### src/rtl/qcb_pkg.sv
// Shared constants and types for the quad channel buffer.
package qcb_pkg;
    localparam int CHAN_N     = 4;
    localparam int FIFO_DEPTH = 16;
    localparam logic [CHAN_N-1:0] DRV_LOW_P = 4'h0;
    localparam logic [CHAN_N-1:0] DRV_LOW_N = 4'hf;
    typedef enum logic [2:0] {
        QCB_OFF  = 3'h1,
        QCB_PASS = 3'h2,
        QCB_REG  = 3'h4
    } qcb_mode_t;
endpackage : qcb_pkg

### src/rtl/qcb_fifo.sv
// Synchronous FIFO with valid and ready on both sides.
`timescale 1ns/1ps
module qcb_fifo #(
    parameter int W     = 4,
    parameter int DEPTH = 16
) (
    // Clock, reset and flush.
    input  wire logic         clock,
    input  wire logic         rst_b,
    input  wire logic         flush,
    // Fill side.
    input  wire logic         in_valid,
    output logic              in_ready,
    input  wire logic [W-1:0] in_data,
    // Drain side.
    output logic              out_valid,
    input  wire logic         out_ready,
    output logic [W-1:0]      out_data
);
    localparam int AW = $clog2(DEPTH);

    logic [W-1:0] mem [DEPTH];
    logic [AW-1:0] wr_ptr, rd_ptr, next_wr_ptr, next_rd_ptr;
    logic [AW:0]   count, next_count;
    logic          full, empty, next_full, next_empty;
    logic          push, pop;

    assign in_ready  = ~full;
    assign out_valid = ~empty;
    assign out_data  = mem[rd_ptr];
    assign push      = in_valid & ~full;
    assign pop       = ~empty & out_ready;

    always_comb begin
        next_wr_ptr = wr_ptr;
        next_rd_ptr = rd_ptr;
        next_count  = count;
        if (flush) begin
            next_wr_ptr = '0;
            next_rd_ptr = '0;
            next_count  = '0;
        end else begin
            if (push) begin
                next_wr_ptr = wr_ptr + 1'b1;
            end
            if (pop) begin
                next_rd_ptr = rd_ptr + 1'b1;
            end
            next_count = count + (AW+1)'(push) - (AW+1)'(pop);
        end
        next_full  = (next_count == (AW+1)'(DEPTH));
        next_empty = (next_count == '0);
    end

    always_ff @(posedge clock or negedge rst_b) begin
        if (!rst_b) begin
            wr_ptr <= '0;
            rd_ptr <= '0;
            count  <= '0;
            full   <= 1'b0;
            empty  <= 1'b1;
        end else begin
            wr_ptr <= next_wr_ptr;
            rd_ptr <= next_rd_ptr;
            count  <= next_count;
            full   <= next_full;
            empty  <= next_empty;
        end
    end

    // The storage has no reset; empty guards every read of it.
    always_ff @(posedge clock) begin
        if (push && !flush) begin
            mem[wr_ptr] <= in_data;
        end
    end
endmodule : qcb_fifo

### src/rtl/qcb_buffer.sv
// Four channel buffer with pass-through and clocked capture modes.
`timescale 1ns/1ps
module qcb_buffer
    import qcb_pkg::*;
#(
    parameter int DEPTH = FIFO_DEPTH
) (
    // System clock and reset.
    input  wire logic              clock,
    input  wire logic              rst_b,
    // Differential controls.
    input  wire logic              gate_p,
    input  wire logic              gate_n,
    input  wire logic              mode_p,
    input  wire logic              mode_n,
    input  wire logic              lclk_p,
    input  wire logic              lclk_n,
    // Channel sources.
    input  wire logic [CHAN_N-1:0] src_p,
    input  wire logic [CHAN_N-1:0] src_n,
    // Channel drives.
    output logic [CHAN_N-1:0]      drv_p,
    output logic [CHAN_N-1:0]      drv_n,
    // Flow control.
    input  wire logic              sink_ready,
    output logic                   capture_ready
);

    // ************************************************************
    // Input decode
    // ************************************************************
    // An undefined pair such as both legs equal reads as low.
    function automatic logic diff_high(input logic p, input logic n);
        diff_high = p & ~n;
    endfunction : diff_high

    logic              gate, mode, lclk, cur_reg, edge_rise, fifo_push;
    logic [CHAN_N-1:0] src;
    logic              fifo_in_ready, fifo_out_valid, fifo_pop;
    logic [CHAN_N-1:0] fifo_out_data;

    assign gate = diff_high(gate_p, gate_n);
    assign mode = diff_high(mode_p, mode_n);
    assign lclk = diff_high(lclk_p, lclk_n);
    assign src  = src_p & ~src_n;

    // ************************************************************
    // Mode and capture
    // ************************************************************
    qcb_mode_t         state, next_state;
    logic              lclk_prev, next_lclk_prev;
    logic [CHAN_N-1:0] next_drv_p, next_drv_n;
    logic              next_capture_ready;

    assign cur_reg   = gate & ~mode;
    assign edge_rise = lclk & ~lclk_prev;
    assign fifo_push = edge_rise & cur_reg;
    assign fifo_pop  = cur_reg & sink_ready;

    qcb_fifo #(
        .W     (CHAN_N),
        .DEPTH (DEPTH)
    ) u_fifo (
        .clock     (clock),
        .rst_b     (rst_b),
        .flush     (~cur_reg),
        .in_valid  (fifo_push),
        .in_ready  (fifo_in_ready),
        .in_data   (src),
        .out_valid (fifo_out_valid),
        .out_ready (fifo_pop),
        .out_data  (fifo_out_data)
    );

    always_comb begin
        next_lclk_prev     = lclk;
        next_capture_ready = cur_reg & fifo_in_ready;
        next_drv_p         = drv_p;
        if (!gate) begin
            next_state = QCB_OFF;
        end else if (mode) begin
            next_state = QCB_PASS;
        end else begin
            next_state = QCB_REG;
        end
        case (next_state)
            QCB_OFF: begin
                next_drv_p = DRV_LOW_P;
            end
            QCB_PASS: begin
                next_drv_p = src;
            end
            QCB_REG: begin
                // Captured words queue here when the sink stalls.
                if (fifo_out_valid && sink_ready) begin
                    next_drv_p = fifo_out_data;
                end else begin
                    next_drv_p = drv_p;
                end
            end
            default: begin
                next_drv_p = DRV_LOW_P;
            end
        endcase
        next_drv_n = ~next_drv_p;
    end

    always_ff @(posedge clock or negedge rst_b) begin
        if (!rst_b) begin
            state         <= QCB_OFF;
            lclk_prev     <= 1'b0;
            drv_p         <= DRV_LOW_P;
            drv_n         <= DRV_LOW_N;
            capture_ready <= 1'b0;
        end else begin
            state         <= next_state;
            lclk_prev     <= next_lclk_prev;
            drv_p         <= next_drv_p;
            drv_n         <= next_drv_n;
            capture_ready <= next_capture_ready;
        end
    end
endmodule : qcb_buffer

### config.mk
export PLATFORM = sky130hd
export DESIGN_NAME = qcb_buffer
export DESIGN_NICKNAME = d
export VERILOG_FILES = /design/src/rtl/qcb_pkg.sv /design/src/rtl/qcb_fifo.sv /design/src/rtl/qcb_buffer.sv
export SDC_FILE = /design/constraint.sdc
export NUM_CORES = 1
export LEC_CHECK = 0
export BUFFER_PORTS_ARGS = -buffer_cell sky130_fd_sc_hd__buf_4
export CAP_MARGIN = 20
export CORE_UTILIZATION = 35
export DETAILED_ROUTE_END_ITERATION = 8
export PLACE_DENSITY = 0.59
export RECOVER_POWER = 100
export SKIP_CTS_REPAIR_TIMING = 1
export SYNTH_ARGS = -nofsm -noshare
export SYNTH_HDL_FRONTEND = slang
export SYNTH_SLANG_ARGS = --single-unit
### constraint.sdc
create_clock -name clock -period 3.4 [get_ports clock]
set_input_delay 1.02 -clock clock [delete_from_list [all_inputs] [get_ports clock]]
set_output_delay 1.02 -clock clock [all_outputs]
set_load 0.02 [all_outputs]
==> impl_metrics.tcl, run 1 <==
set metrics [dict create \
    root_buffer "clkbuf_8" \
    rsz0062_at_grt "false" \
    synth_area_leaders "edfxtp_1 (51%), dfrtp_1 (13%), mux4_2 (9.5%)" \
    grt_pass1_wl_um 11400 \
    cts_buffers 9 \
    fmax_mhz 335 \
    synthCells 243 \
    start_kind "primary input" \
    place.gp.congestion 0.769 \
    synth_cell_type_count 34 \
    grtUsageTotal_pct 14.0 \
    grt_max_degree 26 \
    period_needed_ns 2.98 \
    max_slew_margin_pct 8.06 \
    r2r_start "lclk_prev" \
    syn_avg_cell_area_um2 15.6 \
    critPathLaunch "lclk_n" \
    final_common_cell "edfxtp_1" \
    timing.setup.tns_ns 0 \
    setup_viol 0 \
    required_ns 3.42 \
    via_per_inst 4.81 \
    use_met1_pct 19.2 \
    min_from "u_fifo.full" \
    overflow 0 \
    ys_seq_area_share_pct 67.4 \
    synth_top_area_share_pct 50.7 \
    num_antenna_cells 0 \
    placed_cells 413 \
    start_util_pct 36.4 \
    outcome "finished clean" \
    postLayoutCoreUtil_pct 41.5 \
    cts_tree "yes" \
    layout_common_cells "edfxtp_1 (64), clkbuf_1 (29), dfrtp_1 (20), inv_1 (19), nor2_1 (19)" \
    busiest_layer "met2" \
    p_leak_nw 1.52 \
    die_y_um 106 \
    cap_violations 0 \
    clock_skew_ns 0.0108 \
    final_area_um2 4320 \
    pin_count 26 \
    arrival_ns 3.00 \
    p_per_area_nw_per_um2 450 \
    fin_cells 429 \
    syn-num-nets 271 \
    yosys_warnings 0 \
    rows 37 \
    drtPass1Iterations 4 \
    postPlaceCellArea_um2 4240 \
    critPathKind "in -> reg" \
    multi_input_area_um2 1110 \
    num-fill-cells 964 \
    path_max_fanout 9 \
    ir_drop_v 0.000142 \
    period_share_pct 87.7 \
    cts_max_level 3 \
    dp_slack_ns 0.222 \
    die-area_um2 11300 \
    drive_gt1_share_pct 20.5 \
    ff_latch_area_um2 2550 \
    clkTransAtPathRegs_ns 0.08 \
    setup_slack_ns 0.417 \
    grt_use_met3_pct 3.68 \
    nNetsFinal 316 \
    synth_top_area_cell "edfxtp_1" \
    antenna_found_initial 0 \
    hold_path_class "reg -> reg" \
    grt_pass1_vias 2101 \
    tightest_slew_ns 1.38 \
    drt.antenna.violating_nets 0 \
    routed_wl_um 7070 \
    coreArea_um2 10400 \
    synthToLayoutAreaGrowth_pct 13.9 \
    grtUsageMet2_pct 21.0 \
    drtIter0Drc 92 \
    dp_hpwl_um 5060 \
    slew_viol_final 0 \
    cp-end-kind "register" \
    insertion_delay_ns 0.36 \
    die_x_um 106 \
    io_buffers 25 \
    netlist_area_um2 3790 \
    hold_viol 0 \
    synth-seq-cells 89 \
    drc_errors 0 \
    vias 2064 \
    clock_path_buffers 2 \
    cts_sinks 89 \
    wl_per_cell_um 16.5 \
]
## cell usage after synthesis
cell type,instances
edfxtp_1,64
dfrtp_1,20
inv_1,19
nor2_1,19
mux4_2,16
nand2_1,13
ha_1,10
nor3_1,9
a21oi_1,7
nor2b_1,7
xor2_1,7
dfstp_2,5
mux2_2,5
a22oi_1,4
a31o_2,4
and2_1,4
buf_2,4
o21ai_0,4
clkbuf_1,3
a21o_1,2
nand2b_1,2
nand4_1,2
xnor2_1,2
a41oi_1,1
and2b_1,1
and3_1,1
buf_4,1
fa_1,1
nand3_1,1
nor3b_2,1
nor4b_4,1
o21ba_2,1
o31ai_1,1
or3b_4,1
## sequential cells by signal, indices dropped and copies added (netlist names)
register,cells
u_fifo.count,5
u_fifo.full,1
lclk_prev,1
u_fifo.rd_ptr,4
drv_n,4
drv_p,4
u_fifo.mem,64
u_fifo.wr_ptr,4
capture_ready,1
u_fifo.empty,1
## kinds of logic after synthesis
family / after synthesis / share of synthesized area (%)
AO/OA/AOI/OAI: 24 / 4.26
XOR/XNOR: 9 / 2.08
adder cells (fa/ha/maj): 11 / 3.83
buffers and inverters: 27 / 2.90
flip-flops: 89 / 67.4
multiplexers: 21 / 11.0
AND/OR/NAND/NOR: 62 / 8.58
## path summary, 6_finish.rpt
path | endpoint | slack (ns) | depth (start not counted)
worst max-delay path | u_fifo.mem[2][1] | 0.42 | 6
worst min-delay path | capture_ready | 0.46 | 1
worst max register to register | u_fifo.mem[2][1] | 0.86 | 5
worst min register to register | capture_ready | 0.46 | 1
max in group asynchronous | drv_p[1] | 1.63 | 1
min in group asynchronous | u_fifo.wr_ptr[1] | 0.96 | 1
## stage by stage
stage / total power, W / hold WS [ns]
global placement: 0.00127 / 0.509
floorplan: 0.00123 / 0.464
detailed placement: 0.00127 / 0.507
finish: 0.00194 / 0.463
CTS: 0.00198 / 0.524
global route: 0.00202 / 0.494
## final cells by class
cell class | count | area share [%]
flip-flops and latches | 89 | 59.1
clock buffers | 15 | 3.62
multi-input cells | 127 | 25.8
inverters | 19 | 1.65
well taps | 136 | 3.94
clock inverters | 1 | 0.695
repair buffers | 42 | 5.21
## report_power, final
part	internal [W]	switching (W)	leakage, nW
Combinational	0.0000240	0.0000421	0.515
Clock	0.000362	0.000343	0.0919
Sequential	0.00117	0.00000252	0.912
## layer usage
| layer | wire length [µm] | part of all wire (%) |
|---|---|---|
| met5 | 0 | 0 |
| met4 | 148 | 2.1 |
| met3 | 303 | 4.3 |
| met2 | 3320 | 47 |
| met1 | 3300 | 47 |
## critical path, cell delays in order
cell and delay (ns):
clkbuf_4 0.11, or3b_4 0.38, nor4b_1 0.37, clkbuf_1 0.41
nor3b_2 0.31, and2_0 0.39
Note: power is estimated with default switching activity, not from simulation.
==> inputs of run 2 (changes only) <==
- ABC_AREA: not set -> 1
- TNS_END_PERCENT: not set -> 20
==> impl_metrics.tcl, run 2 <==
set metrics [dict create \
    vias 2701 \
    drc_errors 0 \
    cts_max_level 3 \
    highest_layer "met4" \
    synth_cell_type_count 30 \
    met3_length_um 428 \
    place.gp.congestion 0.821 \
    synthCells 383 \
    io_buffers 25 \
    async_flop_share_pct 28.1 \
    cts_sinks 89 \
    dp_hpwl_um 5630 \
    setup_viol 0 \
    synth_top_area_share_pct 48.1 \
    drtPass1Iterations 4 \
    drtIter0Drc 143 \
    synth_area_leaders "edfxtp_1 (48%), dfrtp_1 (13%), nand2_1 (11%)" \
    reg_top3 "u_fifo.mem: 64 flops, u_fifo.count: 5 flops" \
    rsz0062_at_grt "false" \
    ys.flop_type "edfxtp_1" \
    synth_edf_count 64 \
    syn-num-nets 411 \
    fin_cells 561 \
    routed_wl_um 8160 \
    coreArea_um2 11000 \
    largest_reg_flops 64 \
    ir_drop_v 0.000227 \
    hold_viol 0 \
    clock_skew_ns 0.00704 \
    overflow 0 \
    timing.setup.tns_ns 0 \
    antenna_found_initial 0 \
    hold_path_class "reg -> reg" \
    tightest_slew_ns 1.33 \
    pin_count 26 \
    ff_latch_area_um2 2550 \
    critPathKind "in -> reg" \
    grtUsageTotal_pct 15.2 \
    drive_gt1_share_pct 10.2 \
    synth-compound-area-share_pct 3.32 \
    layout_common_cells "nand2_1 (117), edfxtp_1 (64), nand3_1 (53), inv_1 (35), nor2_1 (34)" \
    placed_cells 545 \
    synthToLayoutAreaGrowth_pct 13.4 \
    cp-end-kind "register" \
    start_util_pct 36.4 \
    synth_top_family_by_area "simple AND/OR/NAND/NOR gates" \
    synth_most_common_cell "nand2_1" \
    outcome "finished clean" \
    num_antenna_cells 0 \
    netlist_area_um2 3990 \
    required_ns 3.67 \
    cap_violations 0 \
    p_leak_nw 1.82 \
    synth-seq-cells 89 \
    wl_met1_um 3800 \
    synth_xor_area_share_pct 0.219 \
    regMostFlops "u_fifo.mem" \
    slowest_stage "fa_1" \
    synth_top_area_cell "edfxtp_1" \
    period_needed_ns 2.96 \
    power.total_w 0.00219 \
    crit_chain "buf_4 > inv_1 > nor2_4 > o21ai_4 > nor2_1 > ha_1 > inv_1 > ha_1 > inv_1 > fa_1 > nor2_1 > o21ai_0 > nand2_1 > inv_1 > o21ai_0 > inv_1 > nor2_1" \
    fin_worst_hold_slack_ns 0.515 \
    max_slew_margin_pct 11.3 \
    yosys_warnings 0 \
    cts_buffers 9 \
    grt_pass1_wl_um 13300 \
    cts_tree "yes" \
    ys_seq_area_share_pct 64.0 \
    insertion_delay_ns 0.34 \
    multi_input_area_um2 1170 \
    dr_wl_met2_um 3770 \
    rows 38 \
    clock_path_buffers 2 \
    synth_common_cells "nand2_1 (115), edfxtp_1 (64), nand3_1 (53), inv_1 (35), nor2_1 (34)" \
    die_x_um 109 \
    wl_per_cell_um 14.5 \
    via_per_inst 4.81 \
    start_kind "primary input" \
    die-area_um2 11800 \
    grt_max_degree 36 \
    final_common_cell "nand2_1" \
    slew_viol_final 0 \
    path_max_fanout 6 \
    p_per_area_nw_per_um2 484 \
    syn_avg_cell_area_um2 10.4 \
    nNetsFinal 444 \
    die_y_um 109 \
    post_synth_fa_ha_maj_area_fraction_pct 3.64 \
    grt_pass1_vias 2617 \
    synth_simple_gate_area_share_pct 22.2 \
    crit_top_cell "inv_1" \
    drt.antenna.violating_nets 0 \
    root_buffer "clkbuf_16" \
    clkTransAtPathRegs_ns 0.06 \
    muxShareOfSynthArea_pct 0 \
    arrival_ns 3.23 \
    num-fill-cells 1072 \
    fmax_mhz 338 \
    period_share_pct 87.0 \
    cpPeakStageDelay_ns 0.37 \
]
==> run 2: final timing paths <==
kind                              start               end  slack, ns  cells after the start
setup / recovery                 gate_p      u_fifo.empty       0.44                     17
setup reg to reg           u_fifo.empty      u_fifo.empty       0.96                     15
max in group asynchronous         rst_b  u_fifo.wr_ptr[0]       1.64                      1
min in group asynchronous         rst_b   u_fifo.count[2]       0.97                      1
hold reg to reg             u_fifo.full     capture_ready       0.52                      3
hold / removal              u_fifo.full     capture_ready       0.52                      3
==> run 2: kinds of logic after synthesis <==
family / count (synthesis)
AO/OA/AOI/OAI: 22
XOR/XNOR: 1
adder cells (fa/ha/maj): 11
buffers and inverters: 50
flip-flops: 89
AND/OR/NAND/NOR: 210
==> run 2: where the power goes <==
part	total (W)	internal (W)	leakage, nW	switching, W
sequential	0.00117	0.00117	0.913	0.00000162
clock	0.000957	0.000568	0.139	0.000389
combinational	0.0000624	0.0000197	0.766	0.0000428
total	0.00219	0.00176	1.82	0.000434
==> run 2: final cells by class <==
class | count | area share, %
tap | 140 | 3.87
sequential | 89 | 56.4
inverter | 39 | 3.48
clock buffer | 11 | 5.14
clock inverter | 5 | 1.24
timing repair buffer | 33 | 4.06
multi-input combinational | 244 | 25.8
==> run 2: worst max-delay path: cells and delay by family <==
kind	cells	cell delay (ns)
simple gates	5	0.63
buf+inv	6	0.35
fa+ha+maj	3	0.77
compound gates	3	0.45
==> run 2: metal layers <==
metal	up-vias	GRT usage [%]
met1	1284	20.6
met5	-	0
met4	0	6.66
met3	13	3.05
li1	1335	-
met2	69	23.5
==> run 2: per-stage QoR <==
step                area (µm²)  worst slack (ns)  utilization, %
global route              4530             0.142            41.2
finish                    4530             0.442            41.2
CTS                       4600             0.421            41.9
global placement          4310             0.180            39.3
detailed placement        4310            0.0849            39.3
floorplan                 3990             0.229               -
==> inputs of run 3 (changes only) <==
- clock period: 3.4 -> 3.02 ns (I/O delays scaled with it)
==> impl_metrics.tcl, run 3 (synthesis results as in run 2) <==
set metrics [dict create \
    cts_tree "yes" \
    min_from "u_fifo.full" \
    period_needed_ns 2.64 \
    nNetsFinal 448 \
    place.gp.congestion 0.769 \
    required_ns 3.30 \
    dp_hpwl_um 5500 \
    num-fill-cells 1055 \
    layout_common_cells "nand2_1 (117), edfxtp_1 (64), nand3_1 (53), inv_1 (35), nor2_1 (33)" \
    via_per_inst 4.73 \
    min_to "capture_ready" \
    clkTransAtPathRegs_ns 0.06 \
    pin_count 26 \
    routed_wl_um 8070 \
    r2r_slack_ns 0.41 \
    die-area_um2 11800 \
    coreArea_um2 11000 \
    p_leak_nw 1.84 \
    final_common_cell "nand2_1" \
    drtPass1Iterations 4 \
    start_kind "primary input" \
    grtUsageTotal_pct 15.6 \
    hold_depth 3 \
    r2r-end "drv_p[0]" \
    critPathKind "in -> reg" \
    reg2reg_depth 8 \
    arrival_ns 2.92 \
    grt_max_degree 36 \
    fin_cells 565 \
    clock_path_buffers 2 \
    final_area_um2 4570 \
    overflow 0 \
    hold_path_class "reg -> reg" \
    cts_max_level 3 \
    die_x_um 109 \
    max_slew_margin_pct 11.9 \
    grt_pass1_wl_um 13400 \
    postPlaceCellArea_um2 4340 \
    path_max_fanout 4 \
    cts_sinks 89 \
    slew_viol_final 0 \
    ff_latch_area_um2 2550 \
    synthToLayoutAreaGrowth_pct 14.4 \
    wl_per_cell_um 14.3 \
    dp_slack_ns -0.0303 \
    io_buffers 25 \
    setup_viol 0 \
    reg_top3 "u_fifo.mem: 64 flops, u_fifo.count: 5 flops" \
    clock_skew_ns 0.0102 \
    rsz0062_at_grt "false" \
    fmax_mhz 378 \
    drtIter0Drc 150 \
    ir_drop_v 0.000286 \
    hold_viol 0 \
    antenna_found_initial 0 \
    cp-end-kind "register" \
    grt_pass1_vias 2644 \
    tightest_slew_ns 1.32 \
    cts_buffers 9 \
    period_share_pct 87.5 \
    largest_reg_flops 64 \
    r2r_start "u_fifo.rd_ptr[1]" \
    root_buffer "clkbuf_16" \
    start_util_pct 36.4 \
    drc_errors 0 \
    multi_input_area_um2 1170 \
    insertion_delay_ns 0.35 \
    setup_slack_ns 0.377 \
    drt.antenna.violating_nets 0 \
    regMostFlops "u_fifo.mem" \
    cap_violations 0 \
    placed_cells 549 \
    drive_gt1_share_pct 11.5 \
    p_per_area_nw_per_um2 548 \
    die_y_um 109 \
    rows 38 \
    vias 2670 \
    num_antenna_cells 0 \
    outcome "finished clean" \
]
==> run 3: power breakdown <==
part,internal (W),leakage [nW],total [W],switching (W)
combinational,0.0000245,0.783,0.0000733,0.0000488
clock,0.000645,0.147,0.00111,0.000466
sequential,0.00132,0.913,0.00132,0.00000184
==> run 3: critical path, cell delays in order <==
cell,delay [ns]
clkbuf_4,0.10
inv_1,0.06
o21ai_4,0.20
nor2_2,0.06
ha_1,0.26
inv_1,0.06
ha_1,0.15
inv_1,0.05
fa_1,0.37
nor2_1,0.14
o21ai_0,0.12
nand2_1,0.08
inv_1,0.04
o21ai_1,0.17
inv_1,0.08
nor2_1,0.09
==> run 3: through the flow <==
| step | total power (W) | setup TNS, ns | utilization, % | hold slack, ns |
|---|---|---|---|---|
| 2_1_floorplan | 0.00138 | 0 | - | 0.470 |
| 3_3_place_gp | 0.00142 | 0 | 39.6 | 0.519 |
| 3_5_place_dp | 0.00143 | -0.0327 | 39.6 | 0.507 |
| 4_1_cts | 0.00253 | 0 | 42.2 | 0.458 |
| 5_1_grt | 0.00258 | 0 | 41.6 | 0.552 |
| 6_report | 0.00250 | 0 | 41.6 | 0.501 |
==> run 3: layer usage <==
| layer | share of wire (%) | vias to the layer above | wire length, µm | global-route usage, % |
|---|---|---|---|---|
| li1 | - | 1345 | - | - |
| met1 | 46 | 1266 | 3700 | 19.8 |
| met2 | 48 | 44 | 3880 | 25.1 |
| met3 | 3.7 | 15 | 300 | 3.59 |
| met4 | 2.3 | 0 | 182 | 7.34 |
| met5 | 0 | - | 0 | 0 |
==> run 3: final cells by class <==
type	count	share of cell area [%]
timing repair buffer	37	4.69
sequential	89	55.9
clock inverter	6	1.45
clock buffer	10	5.02
inverter	39	3.43
tap	140	3.84
multi-input combinational	244	25.7
==> run 3: worst max-delay path by stage <==
stage | start | endpoint
floorplan | gate_p | u_fifo.empty
global placement | mode_p | u_fifo.empty
detailed placement | gate_n | u_fifo.empty
CTS | gate_n | u_fifo.empty
global route | mode_p | u_fifo.empty
finish | mode_p | u_fifo.empty
